===== config.mk =====
export PLATFORM = sky130hd
export DESIGN_NAME = uart_irq_core
export DESIGN_NICKNAME = d
export VERILOG_FILES = /design/src/shared/uart_irq_pkg.sv /design/src/core/char_timer.sv /design/src/core/uart_irq_core.sv
export SDC_FILE = /design/constraint.sdc
export NUM_CORES = 1
export LEC_CHECK = 0
export ABC_CLOCK_PERIOD_IN_PS = 3500
export BUFFER_PORTS_ARGS = -buffer_cell sky130_fd_sc_hd__buf_2
export CAP_MARGIN = 20
export CORE_UTILIZATION = 50
export CTS_CLUSTER_DIAMETER = 150
export DETAILED_ROUTE_END_ITERATION = 8
export GPL_TIMING_DRIVEN = 0
export PLACE_DENSITY_LB_ADDON = 0.12
export SYNTH_ARGS = -nofsm -noshare
export SYNTH_HDL_FRONTEND = slang
export SYNTH_HIERARCHICAL = 1
export SYNTH_SLANG_ARGS = --single-unit

===== constraint.sdc =====
create_clock -name ref_clk -period 3.5 [get_ports ref_clk]
set_input_delay 0.7 -clock ref_clk [delete_from_list [all_inputs] [get_ports ref_clk]]
set_output_delay 0.7 -clock ref_clk [all_outputs]
set_load 0.01 [all_outputs]

===== src/shared/uart_irq_pkg.sv =====
// Constants for the serial channel interrupt, trigger and time-out logic
package uart_irq_pkg;

  // ==========================================================================
  // Register offsets on the host port
  // ==========================================================================
  localparam logic [2:0] ADDR_DATA     = 3'h0; // Read receive buffer, write tx holding
  localparam logic [2:0] ADDR_IER      = 3'h1; // interrupt_enable
  localparam logic [2:0] ADDR_IIR_FCR  = 3'h2; // Read identification, write fifo_control
  localparam logic [2:0] ADDR_CHAR_CFG = 3'h3; // Character format used for timing
  localparam logic [2:0] ADDR_LSR      = 3'h5; // line_status
  localparam logic [2:0] ADDR_MSR      = 3'h6; // Modem status

  // ==========================================================================
  // Field positions
  // ==========================================================================
  localparam int IER_RX_DATA   = 0; // rx_data_irq_enable
  localparam int IER_TX_EMPTY  = 1; // tx_empty_irq_enable
  localparam int IER_LINE      = 2; // line_status_irq_enable
  localparam int IER_MODEM     = 3; // modem_status_irq_enable
  localparam int FCR_ENABLE    = 0; // fifo_enable_bit
  localparam int FCR_RX_RESET  = 1; // Self-clearing receive flush
  localparam int FCR_TX_RESET  = 2; // Self-clearing transmit flush
  localparam int FCR_TRIG_LO   = 6; // Trigger field low bit
  localparam int CFG_STOP      = 2; // Second stop bit programmed
  localparam int CFG_PARITY    = 3; // Parity bit present

  // ==========================================================================
  // Reset values
  // ==========================================================================
  localparam logic [3:0] IER_RESET  = 4'h0;
  localparam logic [1:0] TRIG_RESET = 2'h0;
  localparam logic [3:0] CFG_RESET  = 4'h3;

  // ==========================================================================
  // Identification codes, bits 3..0
  // ==========================================================================
  localparam logic [3:0] ID_NONE    = 4'h1;
  localparam logic [3:0] ID_LINE    = 4'h6;
  localparam logic [3:0] ID_RX_DATA = 4'h4;
  localparam logic [3:0] ID_TIMEOUT = 4'hC;
  localparam logic [3:0] ID_TX_EMPT = 4'h2;
  localparam logic [3:0] ID_MODEM   = 4'h0;

  // ==========================================================================
  // Depths, trigger levels and timing counts (16x receiver or transmit clock ticks)
  // ==========================================================================
  localparam logic [4:0] FIFO_DEPTH  = 5'h10;
  localparam logic [4:0] TRIG_LVL0   = 5'h01;
  localparam logic [4:0] TRIG_LVL1   = 5'h04;
  localparam logic [4:0] TRIG_LVL2   = 5'h08;
  localparam logic [4:0] TRIG_LVL3   = 5'h0E;
  localparam logic [9:0] BIT_TICKS   = 10'h010;
  localparam logic [9:0] HALF_TICKS  = 10'h008;
  localparam logic [9:0] FIXED_BITS  = 10'h007; // Start, stop and five data bits
  localparam logic [9:0] TIMEOUT_CHR = 10'h004; // Character times before time-out

endpackage


===== src/core/char_timer.sv =====
// Tick counter that flags when a programmed number of ticks has elapsed
`timescale 1ns/100ps
module char_timer (
  // Clock and reset
  input  wire logic       ref_clk,
  input  wire logic       resetn,
  // Control
  input  wire logic       tick,     // 16x rate enable pulse
  input  wire logic       restart,  // Clear the count
  input  wire logic       run,      // Count only while high
  input  wire logic [9:0] limit,    // Ticks to reach
  // Result
  output logic            expired   // Level while the count has reached the limit
);

  logic [9:0] cnt_q;  // Elapsed ticks
  logic [9:0] cnt_d;  // Next count
  logic       at_lim; // Count has reached the limit

  assign at_lim  = (cnt_q >= limit);
  assign expired = run && at_lim;

  // Restart dominates; a stopped timer drops back to zero so it starts fresh
  assign cnt_d = (restart || !run) ? 10'h000 :
                 (tick && !at_lim) ? cnt_q + 10'h001 : cnt_q;

  // Counter register
  always_ff @(posedge ref_clk or negedge resetn) begin
    if (!resetn) begin
      cnt_q <= 10'h000;
    end else begin
      cnt_q <= cnt_d;
    end
  end

endmodule


===== src/core/uart_irq_core.sv =====
// Interrupt, trigger and time-out logic for one serial channel
// Behaviour
// - Trigger field picks 1, 4, 8, 14 bytes
// - Data interrupt while receive count reaches trigger
// - Data ready set on push, cleared when empty
// - Time-out: data held, four idle character times
// - Time-out counted on receiver clock ticks
// - Host read clears pending time-out and timer
// - Arrival or read restarts idle timer
// - Transmit empty id; cleared by write, id read
// - Empty interrupt delayed in FIFO mode unless two bytes held
// - First empty after enable change is immediate
// - Disabled direction polled: no trigger, no time-out
// - Errors still flagged; id untouched when disabled
// - Enable bits: data, empty, line, modem
// - Enable upper bits zero; only enabled sources interrupt
// - Priority: line, data/time-out, empty, modem
// - Id bit 0 low when pending; bits encode source
// - Id bit 3 marks time-out in FIFO mode
// - Id bits 5:4 zero, 7:6 follow FIFO enable
// - Line errors interrupt; status read clears
// - Compatibility mode: held character raises data interrupt
// - Modem changes interrupt; modem status read clears
// - FIFO enable bit change flushes both FIFOs
// - Status read clears error flags
//
// Design decisions made here: strobed register access and the placing of the registers.
`timescale 1ns/100ps
module uart_irq_core
  import uart_irq_pkg::*;
(
  // Clock and reset
  input  wire logic       ref_clk,
  input  wire logic       resetn,
  // Host register port
  input  wire logic [2:0] reg_addr,
  input  wire logic [7:0] reg_wdata,
  input  wire logic       reg_wr,
  input  wire logic       reg_rd,
  output logic      [7:0] reg_rdata,
  // Receive path events
  input  wire logic       rclk_tick,      // Receiver clock 16x enable
  input  wire logic       rx_char_done,   // Character moved into receive FIFO
  input  wire logic [7:0] rx_data,        // Top of receive FIFO
  input  wire logic [3:0] rx_errors,      // Overrun, parity, framing, break pulses
  input  wire logic       rx_fifo_err,    // Error held somewhere in the FIFO
  output logic            rx_pop,         // Host took a receive byte
  output logic            rx_flush,       // Empty the receive FIFO
  // Transmit path events
  input  wire logic       tx_baud_tick,   // Transmit 16x enable
  input  wire logic       tx_load,        // Shift register took a byte
  input  wire logic       tx_shift_idle,  // Shift register empty
  output logic            tx_push_q,      // Byte written to transmit FIFO
  output logic      [7:0] tx_data_q,      // Byte that goes with tx_push_q
  output logic            tx_flush,       // Empty the transmit FIFO
  // Modem lines
  input  wire logic [3:0] modem_lines,    // Clear-to-send, set-ready, ring, carrier
  input  wire logic [3:0] modem_delta,    // Change pulses of the same lines
  // Mode and interrupt
  output logic            fifo_mode,      // FIFOs enabled
  output logic            irq_output      // Any enabled source pending, active high
);

  // ==========================================================================
  // Helpers
  // ==========================================================================
  // Trigger level from the two-bit field
  function automatic logic [4:0] trig_bytes(input logic [1:0] sel);
    case (sel)
      2'b00:   trig_bytes = TRIG_LVL0;
      2'b01:   trig_bytes = TRIG_LVL1;
      2'b10:   trig_bytes = TRIG_LVL2;
      default: trig_bytes = TRIG_LVL3;
    endcase
  endfunction

  // One character time in ticks, second stop bit counted (half for 5-bit words)
  function automatic logic [9:0] char_ticks(input logic [3:0] cfg);
    logic [9:0] bits;
    logic [9:0] extra;
    bits  = FIXED_BITS + {8'h00, cfg[1:0]} + {9'h000, cfg[CFG_PARITY]};
    extra = !cfg[CFG_STOP] ? 10'h000 : (cfg[1:0] == 2'b00) ? HALF_TICKS : BIT_TICKS;
    char_ticks = (bits << 4) + extra;
  endfunction

  // ==========================================================================
  // State
  // ==========================================================================
  logic [3:0] ier_q;        // interrupt_enable, private to this channel
  logic       fifo_en_q;    // fifo_enable_bit
  logic [1:0] trig_sel_q;   // Receive trigger field
  logic [3:0] cfg_q;        // Word length, stop, parity for timing
  logic [4:0] rx_count_q;   // Bytes in the receive FIFO
  logic [4:0] tx_count_q;   // Bytes in the transmit FIFO
  logic [3:0] err_q;        // Sticky line errors
  logic [3:0] mdelta_q;     // Sticky modem changes
  logic       timeout_q;    // Character time-out pending
  logic       tx_holding_empty_q;       // Transmit empty interrupt pending
  logic       tx_delay_q;   // Waiting out the delayed empty interrupt
  logic       multi_q;      // Two or more bytes held since last empty
  logic [7:0] rdata_q;      // Read data, one cycle after the strobe

  // ==========================================================================
  // Decode
  // ==========================================================================
  wire        wr_data  = reg_wr && (reg_addr == ADDR_DATA);
  wire        wr_ier   = reg_wr && (reg_addr == ADDR_IER);
  wire        wr_fcr   = reg_wr && (reg_addr == ADDR_IIR_FCR);
  wire        wr_cfg   = reg_wr && (reg_addr == ADDR_CHAR_CFG);
  wire        rd_data  = reg_rd && (reg_addr == ADDR_DATA);
  wire        rd_iir   = reg_rd && (reg_addr == ADDR_IIR_FCR);
  wire        rd_lsr   = reg_rd && (reg_addr == ADDR_LSR);
  wire        rd_msr   = reg_rd && (reg_addr == ADDR_MSR);
  // A change of the enable bit flushes both sides
  wire        fe_change = wr_fcr && (reg_wdata[FCR_ENABLE] != fifo_en_q);
  // Other fifo_control bits only count while the enable bit is written as one
  wire        fcr_live  = wr_fcr && reg_wdata[FCR_ENABLE];
  wire        rx_clr    = fe_change || (fcr_live && reg_wdata[FCR_RX_RESET]);
  wire        tx_clr    = fe_change || (fcr_live && reg_wdata[FCR_TX_RESET]);
  // Compatibility mode behaves as a one-deep holding register
  wire [4:0]  depth     = fifo_en_q ? FIFO_DEPTH : 5'h01;
  wire        rx_inc    = rx_char_done && (rx_count_q < depth);
  wire        rx_dec    = rd_data && (rx_count_q != 5'h00);
  wire        tx_inc    = tx_push_q && (tx_count_q < depth);
  wire        tx_dec    = tx_load && (tx_count_q != 5'h00);
  wire [4:0]  trig_lvl  = trig_bytes(trig_sel_q);
  wire [9:0]  chr_ticks = char_ticks(cfg_q);

  assign rx_pop     = rd_data;
  assign rx_flush   = rx_clr;
  assign tx_flush   = tx_clr;
  assign fifo_mode  = fifo_en_q;
  assign reg_rdata  = rdata_q;

  // ==========================================================================
  // Configuration registers
  // ==========================================================================
  // Enable register keeps only its low four bits; upper bits do not exist
  always_ff @(posedge ref_clk or negedge resetn) begin
    if (!resetn) begin
      ier_q      <= IER_RESET;
      fifo_en_q  <= 1'b0;
      trig_sel_q <= TRIG_RESET;
      cfg_q      <= CFG_RESET;
    end else begin
      if (wr_ier) begin
        ier_q <= reg_wdata[3:0];
      end
      if (wr_fcr) begin
        fifo_en_q <= reg_wdata[FCR_ENABLE];
      end
      if (fcr_live) begin
        trig_sel_q <= reg_wdata[FCR_TRIG_LO +: 2];
      end
      if (wr_cfg) begin
        cfg_q <= reg_wdata[3:0];
      end
    end
  end

  // ==========================================================================
  // FIFO occupancy
  // ==========================================================================
  // Counts mirror the external FIFOs; a flush wins over any event that cycle
  always_ff @(posedge ref_clk or negedge resetn) begin
    if (!resetn) begin
      rx_count_q <= 5'h00;
      tx_count_q <= 5'h00;
    end else begin
      if (rx_clr) begin
        rx_count_q <= 5'h00;
      end else begin
        rx_count_q <= rx_count_q + {4'h0, rx_inc} - {4'h0, rx_dec};
      end
      if (tx_clr) begin
        tx_count_q <= 5'h00;
      end else begin
        tx_count_q <= tx_count_q + {4'h0, tx_inc} - {4'h0, tx_dec};
      end
    end
  end

  // Host write of the holding register goes out as a registered push
  always_ff @(posedge ref_clk or negedge resetn) begin
    if (!resetn) begin
      tx_push_q <= 1'b0;
      tx_data_q <= 8'h00;
    end else begin
      tx_push_q <= wr_data;
      if (wr_data) begin
        tx_data_q <= reg_wdata;
      end
    end
  end

  // ==========================================================================
  // Receive sources
  // ==========================================================================
  // Data ready is pure occupancy: set by a push, gone once the FIFO is empty
  wire data_ready = (rx_count_q != 5'h00);
  // FIFO mode uses the trigger level; compatibility mode any held character
  wire rda_src    = fifo_en_q ? (rx_count_q >= trig_lvl) : data_ready;
  wire rda_pend   = ier_q[IER_RX_DATA] && rda_src;
  // Timer only runs in FIFO interrupt mode while a character waits
  wire to_run     = fifo_en_q && ier_q[IER_RX_DATA] && data_ready;
  wire to_restart = rx_char_done || rd_data;
  wire to_exp;
  wire to_pend    = timeout_q && to_run;

  // Idle timer, measured in receiver clock ticks so it follows the baud rate
  char_timer u_rx_timer (
    .ref_clk (ref_clk),
    .resetn  (resetn),
    .tick    (rclk_tick),
    .restart (to_restart),
    .run     (to_run),
    .limit   (10'((chr_ticks << 2) & 10'h3FF)),
    .expired (to_exp)
  );

  // A host read drops a pending time-out; the read also restarts the timer
  always_ff @(posedge ref_clk or negedge resetn) begin
    if (!resetn) begin
      timeout_q <= 1'b0;
    end else if (!to_run || rd_data) begin
      timeout_q <= 1'b0;
    end else if (to_exp) begin
      timeout_q <= 1'b1;
    end
  end

  // Error and modem flags: a new event beats a clearing read in the same cycle
  always_ff @(posedge ref_clk or negedge resetn) begin
    if (!resetn) begin
      err_q    <= 4'h0;
      mdelta_q <= 4'h0;
    end else begin
      err_q    <= (rd_lsr ? 4'h0 : err_q) | rx_errors;
      mdelta_q <= (rd_msr ? 4'h0 : mdelta_q) | modem_delta;
    end
  end

  wire line_pend  = ier_q[IER_LINE] && (err_q != 4'h0);
  wire modem_pend = ier_q[IER_MODEM] && (mdelta_q != 4'h0);

  // ==========================================================================
  // Transmit empty source
  // ==========================================================================
  wire tx_empty   = (tx_count_q == 5'h00);
  // The last byte leaves and nothing new arrives in the same cycle
  wire empty_evt  = tx_dec && (tx_count_q == 5'h01) && !tx_inc;
  // Short bursts wait one character less the final stop bit before interrupting
  wire delay_now  = empty_evt && fifo_en_q && !multi_q;
  wire tx_exp;
  // Enabling the source while already empty reports at once
  wire tx_empty_irq_enable_rise  = wr_ier && reg_wdata[IER_TX_EMPTY] && !ier_q[IER_TX_EMPTY] && tx_empty;
  wire tx_holding_empty_set   = (empty_evt && !delay_now) || (tx_delay_q && tx_exp) ||
                    fe_change || tx_empty_irq_enable_rise;
  wire tx_holding_empty_pend  = ier_q[IER_TX_EMPTY] && tx_holding_empty_q;
  wire [3:0] id_w;

  // Delay timer on the transmit 16x ticks
  char_timer u_tx_timer (
    .ref_clk (ref_clk),
    .resetn  (resetn),
    .tick    (tx_baud_tick),
    .restart (delay_now),
    .run     (tx_delay_q),
    .limit   (chr_ticks - BIT_TICKS),
    .expired (tx_exp)
  );

  // Burst tracking and the pending delay
  always_ff @(posedge ref_clk or negedge resetn) begin
    if (!resetn) begin
      multi_q    <= 1'b0;
      tx_delay_q <= 1'b0;
    end else begin
      if (empty_evt || tx_clr) begin
        multi_q <= 1'b0;
      end else if (tx_count_q >= 5'h02) begin
        multi_q <= 1'b1;
      end
      if (delay_now) begin
        tx_delay_q <= 1'b1;
      end else if (tx_exp || tx_push_q || tx_clr) begin
        tx_delay_q <= 1'b0;
      end
    end
  end

  // Cleared by a holding write or by reading the id while it is the source
  always_ff @(posedge ref_clk or negedge resetn) begin
    if (!resetn) begin
      tx_holding_empty_q <= 1'b0;
    end else if (tx_holding_empty_set) begin
      tx_holding_empty_q <= 1'b1;
    end else if (wr_data || (rd_iir && (id_w == ID_TX_EMPT))) begin
      tx_holding_empty_q <= 1'b0;
    end
  end

  // ==========================================================================
  // Identification and interrupt output
  // ==========================================================================
  // Fixed priority; time-out shares level two with data available
  assign id_w = line_pend  ? ID_LINE    :
                rda_pend   ? ID_RX_DATA :
                to_pend    ? ID_TIMEOUT :
                tx_holding_empty_pend  ? ID_TX_EMPT :
                modem_pend ? ID_MODEM   : ID_NONE;

  wire [7:0] iir_w = {{2{fifo_en_q}}, 2'b00, id_w};
  assign irq_output = !id_w[0];

  wire [7:0] lsr_w = {rx_fifo_err && fifo_en_q, tx_empty && tx_shift_idle, tx_empty,
                      err_q[3], err_q[2], err_q[1], err_q[0], data_ready};
  wire [7:0] msr_w = {modem_lines, mdelta_q};

  // Read mux; unmapped offsets read as zero
  wire [7:0] rd_mux = (reg_addr == ADDR_DATA)     ? rx_data :
                      (reg_addr == ADDR_IER)      ? {4'h0, ier_q} :
                      (reg_addr == ADDR_IIR_FCR)  ? iir_w :
                      (reg_addr == ADDR_CHAR_CFG) ? {4'h0, cfg_q} :
                      (reg_addr == ADDR_LSR)      ? lsr_w :
                      (reg_addr == ADDR_MSR)      ? msr_w : 8'h00;

  // Read data register; holds zero outside the cycle after a read
  always_ff @(posedge ref_clk or negedge resetn) begin
    if (!resetn) begin
      rdata_q <= 8'h00;
    end else begin
      rdata_q <= reg_rd ? rd_mux : 8'h00;
    end
  end

  // ==========================================================================
  // Checks
  // ==========================================================================
  property p_trigger;
    @(posedge ref_clk) disable iff (!resetn)
    (fifo_en_q && ier_q[IER_RX_DATA] && !line_pend && rx_count_q >= trig_lvl)
      |-> (id_w == ID_RX_DATA);
  endproperty
  a_trigger: assert property (p_trigger) else $error("trigger not reported");

  property p_ready;
    @(posedge ref_clk) disable iff (!resetn)
    (rx_char_done && !rx_clr && !rd_data) |=> data_ready;
  endproperty
  a_ready: assert property (p_ready) else $error("data ready not set");

  property p_to_clear;
    @(posedge ref_clk) disable iff (!resetn)
    (timeout_q && rd_data) |=> !timeout_q ##1 !timeout_q;
  endproperty
  a_to_clear: assert property (p_to_clear) else $error("time-out survived read");

  property p_polled;
    @(posedge ref_clk) disable iff (!resetn)
    !ier_q[IER_RX_DATA] |-> (id_w != ID_TIMEOUT) && (id_w != ID_RX_DATA);
  endproperty
  a_polled: assert property (p_polled) else $error("polled side reported");

  property p_tx_holding_empty_wr;
    @(posedge ref_clk) disable iff (!resetn)
    (wr_data && !tx_holding_empty_set) |=> !tx_holding_empty_q;
  endproperty
  a_tx_holding_empty_wr: assert property (p_tx_holding_empty_wr) else $error("empty id not cleared");

  property p_ier_read;
    @(posedge ref_clk) disable iff (!resetn)
    (reg_rd && reg_addr == ADDR_IER) |=> (reg_rdata[7:4] == 4'h0);
  endproperty
  a_ier_read: assert property (p_ier_read) else $error("enable upper bits set");

  property p_line_first;
    @(posedge ref_clk) disable iff (!resetn)
    line_pend |-> (iir_w[3:0] == ID_LINE) && irq_output;
  endproperty
  a_line_first: assert property (p_line_first) else $error("line status not first");

  property p_iir_top;
    @(posedge ref_clk) disable iff (!resetn)
    rd_iir |=> (reg_rdata[7:4] == {{2{$past(fifo_en_q)}}, 2'b00});
  endproperty
  a_iir_top: assert property (p_iir_top) else $error("id upper bits wrong");

  property p_lsr_clear;
    @(posedge ref_clk) disable iff (!resetn)
    (rd_lsr && rx_errors == 4'h0) |=> (err_q == 4'h0);
  endproperty
  a_lsr_clear: assert property (p_lsr_clear) else $error("errors not cleared");

  property p_flush;
    @(posedge ref_clk) disable iff (!resetn)
    fe_change |=> (rx_count_q == 5'h00) && (tx_count_q == 5'h00) && tx_holding_empty_q;
  endproperty
  a_flush: assert property (p_flush) else $error("enable change did not flush");

endmodule


Yosys cells after proc, flatten, opt, wreduce, memory -nomap -nowiden
Cells that the tools add are included.
{ "word_totals": {"in_bits": 41, "regBits": 70, "wordCells": 153} }
{ "classes": {"n_bitwise": 2, "add_sub_neg": 10, "mux": 33, "eq_ne": 10, "n_lt_le_gt_ge": 6, "n_reduce_logical": 75} }
{ "op_table": {"columns": ["cell", "count"], "rows": [
  ["8-bit 2-to-1 mux", 7],
  ["10-bit 2-to-1 mux", 4],
  ["1-bit logical AND", 39],
  ["5-bit 2-to-1 mux", 5],
  ["10-bit by 1-bit adder with 10-bit output (second input constant)", 2],
  ["10-bit greater-or-equal comparator", 2],
  ["4-bit 2-to-1 mux", 5],
  ["1-bit logical OR", 13],
  ["4-bit one-hot mux with 3 select lines", 1],
  ["2-bit nonzero test", 6],
  ["5-bit by 1-bit adder with 5-bit output", 2],
  ["9-bit by 5-bit adder with 10-bit output", 1],
  ["5-bit less-than comparator", 2],
  ["1-bit 2-to-1 mux", 10],
  ["5-bit nonzero test", 2],
  ["10-bit by 5-bit subtractor with 10-bit output (second input constant)", 1],
  ["5-bit by 1-bit subtractor with 5-bit output", 2],
  ["1-bit logical NOT", 9],
  ["4-bit OR", 2],
  ["4-bit nonzero test", 2],
  ["3-bit by 2-bit == test with 1-bit output (second input constant)", 2],
  ["3-bit == test (second input constant)", 2],
  ["4-bit by 1-bit adder with 5-bit output", 1],
  ["5-bit by 1-bit == test with 1-bit output (second input constant)", 1],
  ["other kinds (12)", 13]
]} }

Longest topological paths before layout
{ "logic_depth": {"depth_word": 13, "ltp_mapped": 19, "depth_no_buf": 19} }

Hierarchy
Netlist, hierarchy kept.
{ "by_module_without_submodules": {"columns": ["module", "area_per_inst_um2", "cells_per_inst", "n_inst"], "rows": [
  ["uart_irq_core", 3090.5, 322, 1],
  ["char_timer", 847.1, 97, 2]
]} }

Worst setup path after synthesis
Ideal clock, no wire load.
{ "synth_timing": {"kind": "reg-to-reg", "start": "register cfg_q[0]", "end": "register tx_holding_empty_q", "slack_ns": 0.018, "path_stages_with_launch": 19, "required_time_ns": 3.360, "n_path_buf": 0, "arrival_ns": 3.342, "setup_ns": 0.140, "path_cell_list": "dfstp_2 > inv_1 > ha_1 > inv_1 > ha_1 > ha_1 > xor2_1 > nor3_1 > nor2b_1 > inv_1 > ha_1 > and2_1 > and3_1 > a21oi_2 > a21oi_1 > nand2_1 > o21ai_0 > a41oi_1 > o221ai_1"} }
{ "synth_via": {"elab_chain_len": 12, "word_cells_on_any_way": 15} }
{ "synth_rtl": {"columns": ["element", "line", "source"], "rows": [
  ["start: declaration", "uart_irq_core.sv:92", "logic [3:0] cfg_q;"],
  ["start signal: assignment", "uart_irq_core.sv:156", "cfg_q <= reg_wdata[3:0];"],
  ["parallel branches: the longest is 3 deep, another holds 4-bit by 1-bit adder with 5-bit output", null, null],
  ["9-bit by 5-bit adder with 10-bit output (*)", "uart_irq_core.sv:83", "char_ticks = (bits << 4) + extra;"],
  ["via chr_ticks[6]", "uart_irq_core.sv:127", "wire [9:0] chr_ticks = char_ticks(cfg_q);"],
  ["10-bit by 5-bit subtractor with 10-bit output (*)", "uart_irq_core.sv:269", ".limit (chr_ticks - BIT_TICKS),"],
  ["10-bit greater-or-equal comparator (*)", "char_timer.sv:20", "assign at_lim = (cnt_q >= limit);"],
  ["1-bit logical AND (*)", "char_timer.sv:21", "assign expired = run && at_lim;"],
  ["via tx_exp", "uart_irq_core.sv:254", "wire tx_exp;"],
  ["1-bit logical AND (*)", "uart_irq_core.sv:257", "wire tx_holding_empty_set = (empty_evt && !delay_now) || (tx_delay_q && tx_exp) ||"],
  ["1-bit logical OR (*) (2 in series)", "uart_irq_core.sv:257", null],
  ["1-bit logical OR (*)", "uart_irq_core.sv:258", "fe_change || tx_empty_irq_enable_rise;"],
  ["1-bit 2-to-1 mux / 2-bit nonzero test (equally long branches)", null, null],
  ["end signal: assignment", "uart_irq_core.sv:295", "tx_holding_empty_q <= 1'b0;"],
  ["end signal: assignment", "uart_irq_core.sv:297", "tx_holding_empty_q <= 1'b1;"],
  ["end signal: assignment", "uart_irq_core.sv:299", "tx_holding_empty_q <= 1'b0;"],
  ["end: declaration", "uart_irq_core.sv:98", "logic tx_holding_empty_q;"]
]} }
Mark *: on every way through the listed nets, which the timed path passes.
A chain may end at the register's enable or synchronous reset.

Worst setup path after layout
{ "layout_timing": {"start": "register cfg_q[0]", "end": "register u_tx_timer.cnt_q[7]"} }
{ "layout_via": {"elab_chain_len": 9, "word_cells_on_any_way": 11} }
{ "layout_rtl": {"columns": ["element", "line", "source"], "rows": [
  ["parallel branches: the longest is 3 deep, another holds 4-bit by 1-bit adder with 5-bit output", null, null],
  ["9-bit by 5-bit adder with 10-bit output (*)", "uart_irq_core.sv:83", null],
  ["via chr_ticks[6]", "uart_irq_core.sv:127", null],
  ["10-bit by 5-bit subtractor with 10-bit output (*)", "uart_irq_core.sv:269", null],
  ["10-bit greater-or-equal comparator (*)", "char_timer.sv:20", null],
  ["1-bit logical NOT (*)", "char_timer.sv:25", "(tick && !at_lim) ? cnt_q + 10'h001 : cnt_q;"],
  ["1-bit logical AND (*)", "char_timer.sv:25", null],
  ["2-bit nonzero test (no source line) (*)", null, null],
  ["end signal: assignment", "char_timer.sv:32", "cnt_q <= cnt_d;"],
  ["end: declaration", "char_timer.sv:16", "logic [9:0] cnt_q;"]
]} }
Marks and branches as above.

==> impl_metrics.csv <==
group,metric,value,unit
die,die_h,99.82,µm
die,start_util,0.5178,
place,gp_congestion,0.8473,
clocking,cts.clk_slew.worst_paths,0.08,ns
final_layout,drive_above_1_share,0.2414,
global_route,grt_pass1_wl,18910,µm
timing,setup_tns,0,ns
routing,ant_nets,0,
clocking,cts.path.max_buffers,2,
setup_path,critical-path-top-delay-family,"adder cells",
setup_path,critPathMostFrequentCell,"ha_4",
clocking,cts_tree,"yes",
yosys,synthAdderAreaFrac,0.1417,
setup_path,path_cells,"inv_2, ha_4, ha_4, inv_2, ha_4, xor2_4, nor3_4, xor2_1, inv_1, ha_4, a21o_1, a211oi_4, nand3_2, or4_1, a21oi_1",
final_layout,antennaDiodeCount,0,
global_route,grt_overflow,0,
place,placed_cells,714,
timing,rsz0062_at_grt,"yes",
yosys,syn-instance-count,516,
timing,hold_viol_final,0,
timing,maxSlewViolCount,0,
yosys,synth_edf_count,0,
place,dp_slack,-0.3864,ns
timing,setup_ws,0.08197,ns
clocking,cts.sinks,70,
hold_path,hold_path.class,"input pin to async pin",
final_layout,postLayoutCoreUtil,0.6282,
yosys,ys_seq_area_frac,0.3666,
global_route,track_usage,0.2392,
timing,finalSetupViolations,0,
timing,skew,0.009333,ns
clocking,cts_made_buffers,9,
setup_path,slowest_delay,0.54,ns
global_route,grt_most_used_layer,"met2",
yosys,synth.distinct_cells,62,
routing,dr.pass1.iters,6,
global_route,grt_max_degree,61,
final_layout,finalNonFillerCells,738,
yosys,synth.cell_area,4785,µm²
yosys,yosys.area_share.simple,0.1726,
yosys,yosysWarnings,6,
yosys,postSynth.asyncResetShare,1.000,
outcome,status,"completed",
global_route,met3_usage,0.04178,
die,core_area,9240,µm²
setup_path,path_max_fanout,5,
setup_path,start_kind,"flip-flop",
yosys,synth_top_family_by_area,"compound AO/OA/AOI/OAI gates",
setup_path,crit_type,"flip-flop to flip-flop",
routing,vias,4125,
die,num_io_pins,63,
pwr,vdd_ir_drop_max,0.4498,mV
clocking,cts_root_buffer,"clkbuf_8",
global_route,grtUsageMet1,0.3007,
routing,wl,11490,µm
place,hpwl,8468,µm
final_layout,num-nets-final,698,
global_route,antenna_found_initial,0,
routing,initialDrtViolationCount,214,
yosys,synth.area.mux_share,0.05021,
place,numPortBuffers,61,
setup_path,cp_num_buf_inv,3,
yosys,synth_seq_cells,70,
setup_path,worst_ep_arrival_time,3.68,ns
clocking,worstSkewPairLatency,0.34,ns
timing,layout_min_cycle_time,3.418,ns
global_route,use_met2,0.4191,
die,dieArea,9964,µm²
yosys,synthXorXnorAreaFrac,0.02563,
routing,drc_errors,0,
setup_path,cp-end-kind,"flip-flop",
setup_path,cp.required,3.76,ns
die,placementRows,35,
setup_path,cp_slowest_cell,"dfstp_2",
yosys,synth_compound_gate_area_share,0.1851,
die,dieWidth,99.82,µm
timing,fmax,0.2926,GHz
run,drv_cap,0,
yosys,synth.avg_cell_area,9.272,µm²
routing,post_drt_via_cell_ratio,5.589,
clocking,ctsHoldBuffers,0,
pwr,power_per_cell_area,542.8,nW/µm²
routing,post_drt_wl_per_cell,15.57,µm
timing,finalCritPeriodShare,0.9766,
pwr,leakage,2.785,nW
clocking,htree_levels,3,
yosys,synth_ff_type,"dfrtp_1",
timing,relSlewSlack,0.5024,
global_route,grt_pass1_vias,4049,
timing,worst_pin_slew,0.7448,ns
final_layout,areaGrowthSynthToFinish,21.31,%
[per-layer routing]
| metal | wire, µm | up-vias | share of wire |
|---|---|---|---|
| li1 | - | 1991 | - |
| met1 | 4875 | 1992 | 0.42 |
| met2 | 5933 | 121 | 0.52 |
| met3 | 469 | 21 | 0.041 |
| met4 | 210 | 0 | 0.018 |
| met5 | 0 | - | 0 |
[cells in the final DEF (no fill, tap or decap), types with 3 or more instances in the layout]
| cell type | n |
|---|---|
| mux2_2 | 16 |
| a211oi_4 | 4 |
| a21oi_2 | 5 |
| o21a_1 | 7 |
| or4_1 | 3 |
| ha_4 | 7 |
| o31ai_1 | 3 |
| dfrtp_1 | 68 |
| clkbuf_1 | 11 |
| buf_2 | 60 |
| nor3_1 | 3 |
| conb_1 | 8 |
| inv_1 | 58 |
| nand2b_1 | 13 |
| nor3b_1 | 3 |
| mux2i_1 | 6 |
| o21ai_0 | 17 |
| and3_1 | 13 |
| buf_4 | 9 |
| a21oi_1 | 32 |
| a21o_1 | 13 |
| nand3_1 | 11 |
| inv_2 | 3 |
| nand2_1 | 34 |
| nand4_1 | 8 |
| o41ai_1 | 4 |
| and2_1 | 5 |
| xor2_1 | 5 |
| nor2b_1 | 6 |
| a41o_1 | 6 |
| xnor2_1 | 7 |
| nor2_1 | 37 |
| ha_1 | 44 |
| a31oi_1 | 8 |
| clkbuf_8 | 10 |
[Yosys cell counts, types with 2 or more instances]
master	n	area share
a2111oi_2	2	0.0063
a211o_1	2	0.0037
a211oi_1	2	0.0031
a211oi_2	4	0.010
a21o_1	13	0.020
a21oi_1	34	0.036
a21oi_2	4	0.0073
a221oi_1	2	0.0037
a31o_2	2	0.0037
a31oi_1	8	0.010
a32oi_1	2	0.0037
a41o_1	6	0.013
and2_1	7	0.0092
and3_1	14	0.018
buf_1	2	0.0016
clkbuf_1	10	0.0078
dfrtp_1	68	0.36
dfstp_2	2	0.011
fa_1	2	0.0084
ha_1	51	0.13
inv_1	61	0.048
mux2_2	16	0.038
mux2i_1	6	0.013
nand2_1	34	0.027
nand2b_1	13	0.017
nand3_1	13	0.014
nand3b_1	2	0.0031
nand4_1	8	0.010
nor2_1	37	0.029
nor2b_1	7	0.0092
nor3_1	4	0.0042
nor3b_1	4	0.0063
o21a_1	7	0.011
o21ai_0	17	0.018
o21ai_2	2	0.0037
o31ai_1	3	0.0047
o41ai_1	4	0.0073
or3_1	2	0.0026
or3_2	2	0.0031
or4_1	3	0.0047
xnor2_1	7	0.013
xor2_1	7	0.013
[where the power goes]
part	internal (mW)	total [mW]	switching [mW]	leakage, nW
registers	0.949	1.07	0.121	0.867
logic	0.636	1.41	0.776	1.82
clock network	0.349	0.668	0.319	0.0955
[repair_timing]
action | 4_1_cts | 5_1_grt
setup buffers | 6 | 2
gates resized for setup | 20 | 19
pin swaps | 12 | 10
setup endpoints to repair | 12 | 18
[final timing paths]
| kind | slack, ns | endpoint | startpoint | cells after the start |
|---|---|---|---|---|
| max | 0.08 | u_tx_timer/cnt_q[7] | cfg_q[0] | 15 |
| min | 0.19 | u_rx_timer/cnt_q[7] | resetn | 1 |
| max reg2reg | 0.08 | u_tx_timer/cnt_q[7] | cfg_q[0] | 15 |
| min reg2reg | 0.51 | mdelta_q[1] | mdelta_q[1] | 1 |
| max in group asynchronous | 2.71 | cfg_q[1] | resetn | 2 |
| min in group ref_clk | 0.51 | mdelta_q[1] | mdelta_q[1] | 1 |
[registers in the layout, summed over array words and instances (netlist names), 4 cells and up]
name              count
rx_count_q            5
tx_data_q             8
u_tx_timer/cnt_q     10
u_rx_timer/cnt_q     10
ier_q                 4
err_q                 4
tx_count_q            5
cfg_q                 4
mdelta_q              4
reg_rdata             8
[per-stage QoR]
step / hold slack, ns / instance area, µm² / power (mW)
global route: 0.1813 / 5804 / 3.392
finish: 0.1922 / 5804 / 3.150
floorplan: 0.4044 / 4811 / 1.964
global placement: 0.4868 / 5278 / 2.223
CTS: 0.1765 / 5662 / 3.083
detailed placement: 0.4918 / 5308 / 2.297
[cell type report]
| cell class | instances | area, µm² |
|---|---|---|
| clock inverter | 5 | 58.81 |
| multi-input combinational | 380 | 3019 |
| clock buffer | 11 | 141.4 |
| timing repair buffer | 70 | 395.4 |
| inverter | 61 | 229.0 |
| buffer | 12 | 45.04 |
| tap | 129 | 161.4 |
| fill | 805 | 3436 |
| sequential | 70 | 1754 |
[cells by family (layout without fill, tap and decap cells)]
logic type,Yosys count,in the layout
adder cells (fa/ha/maj),53,53
XOR/XNOR,14,14
AO/OA/AOI/OAI,125,125
flip-flops,70,70
other,1,8
multiplexers,22,22
buffers and inverters,73,159
AND/OR/NAND/NOR,158,158
Note: power is estimated with default switching activity, not from simulation.
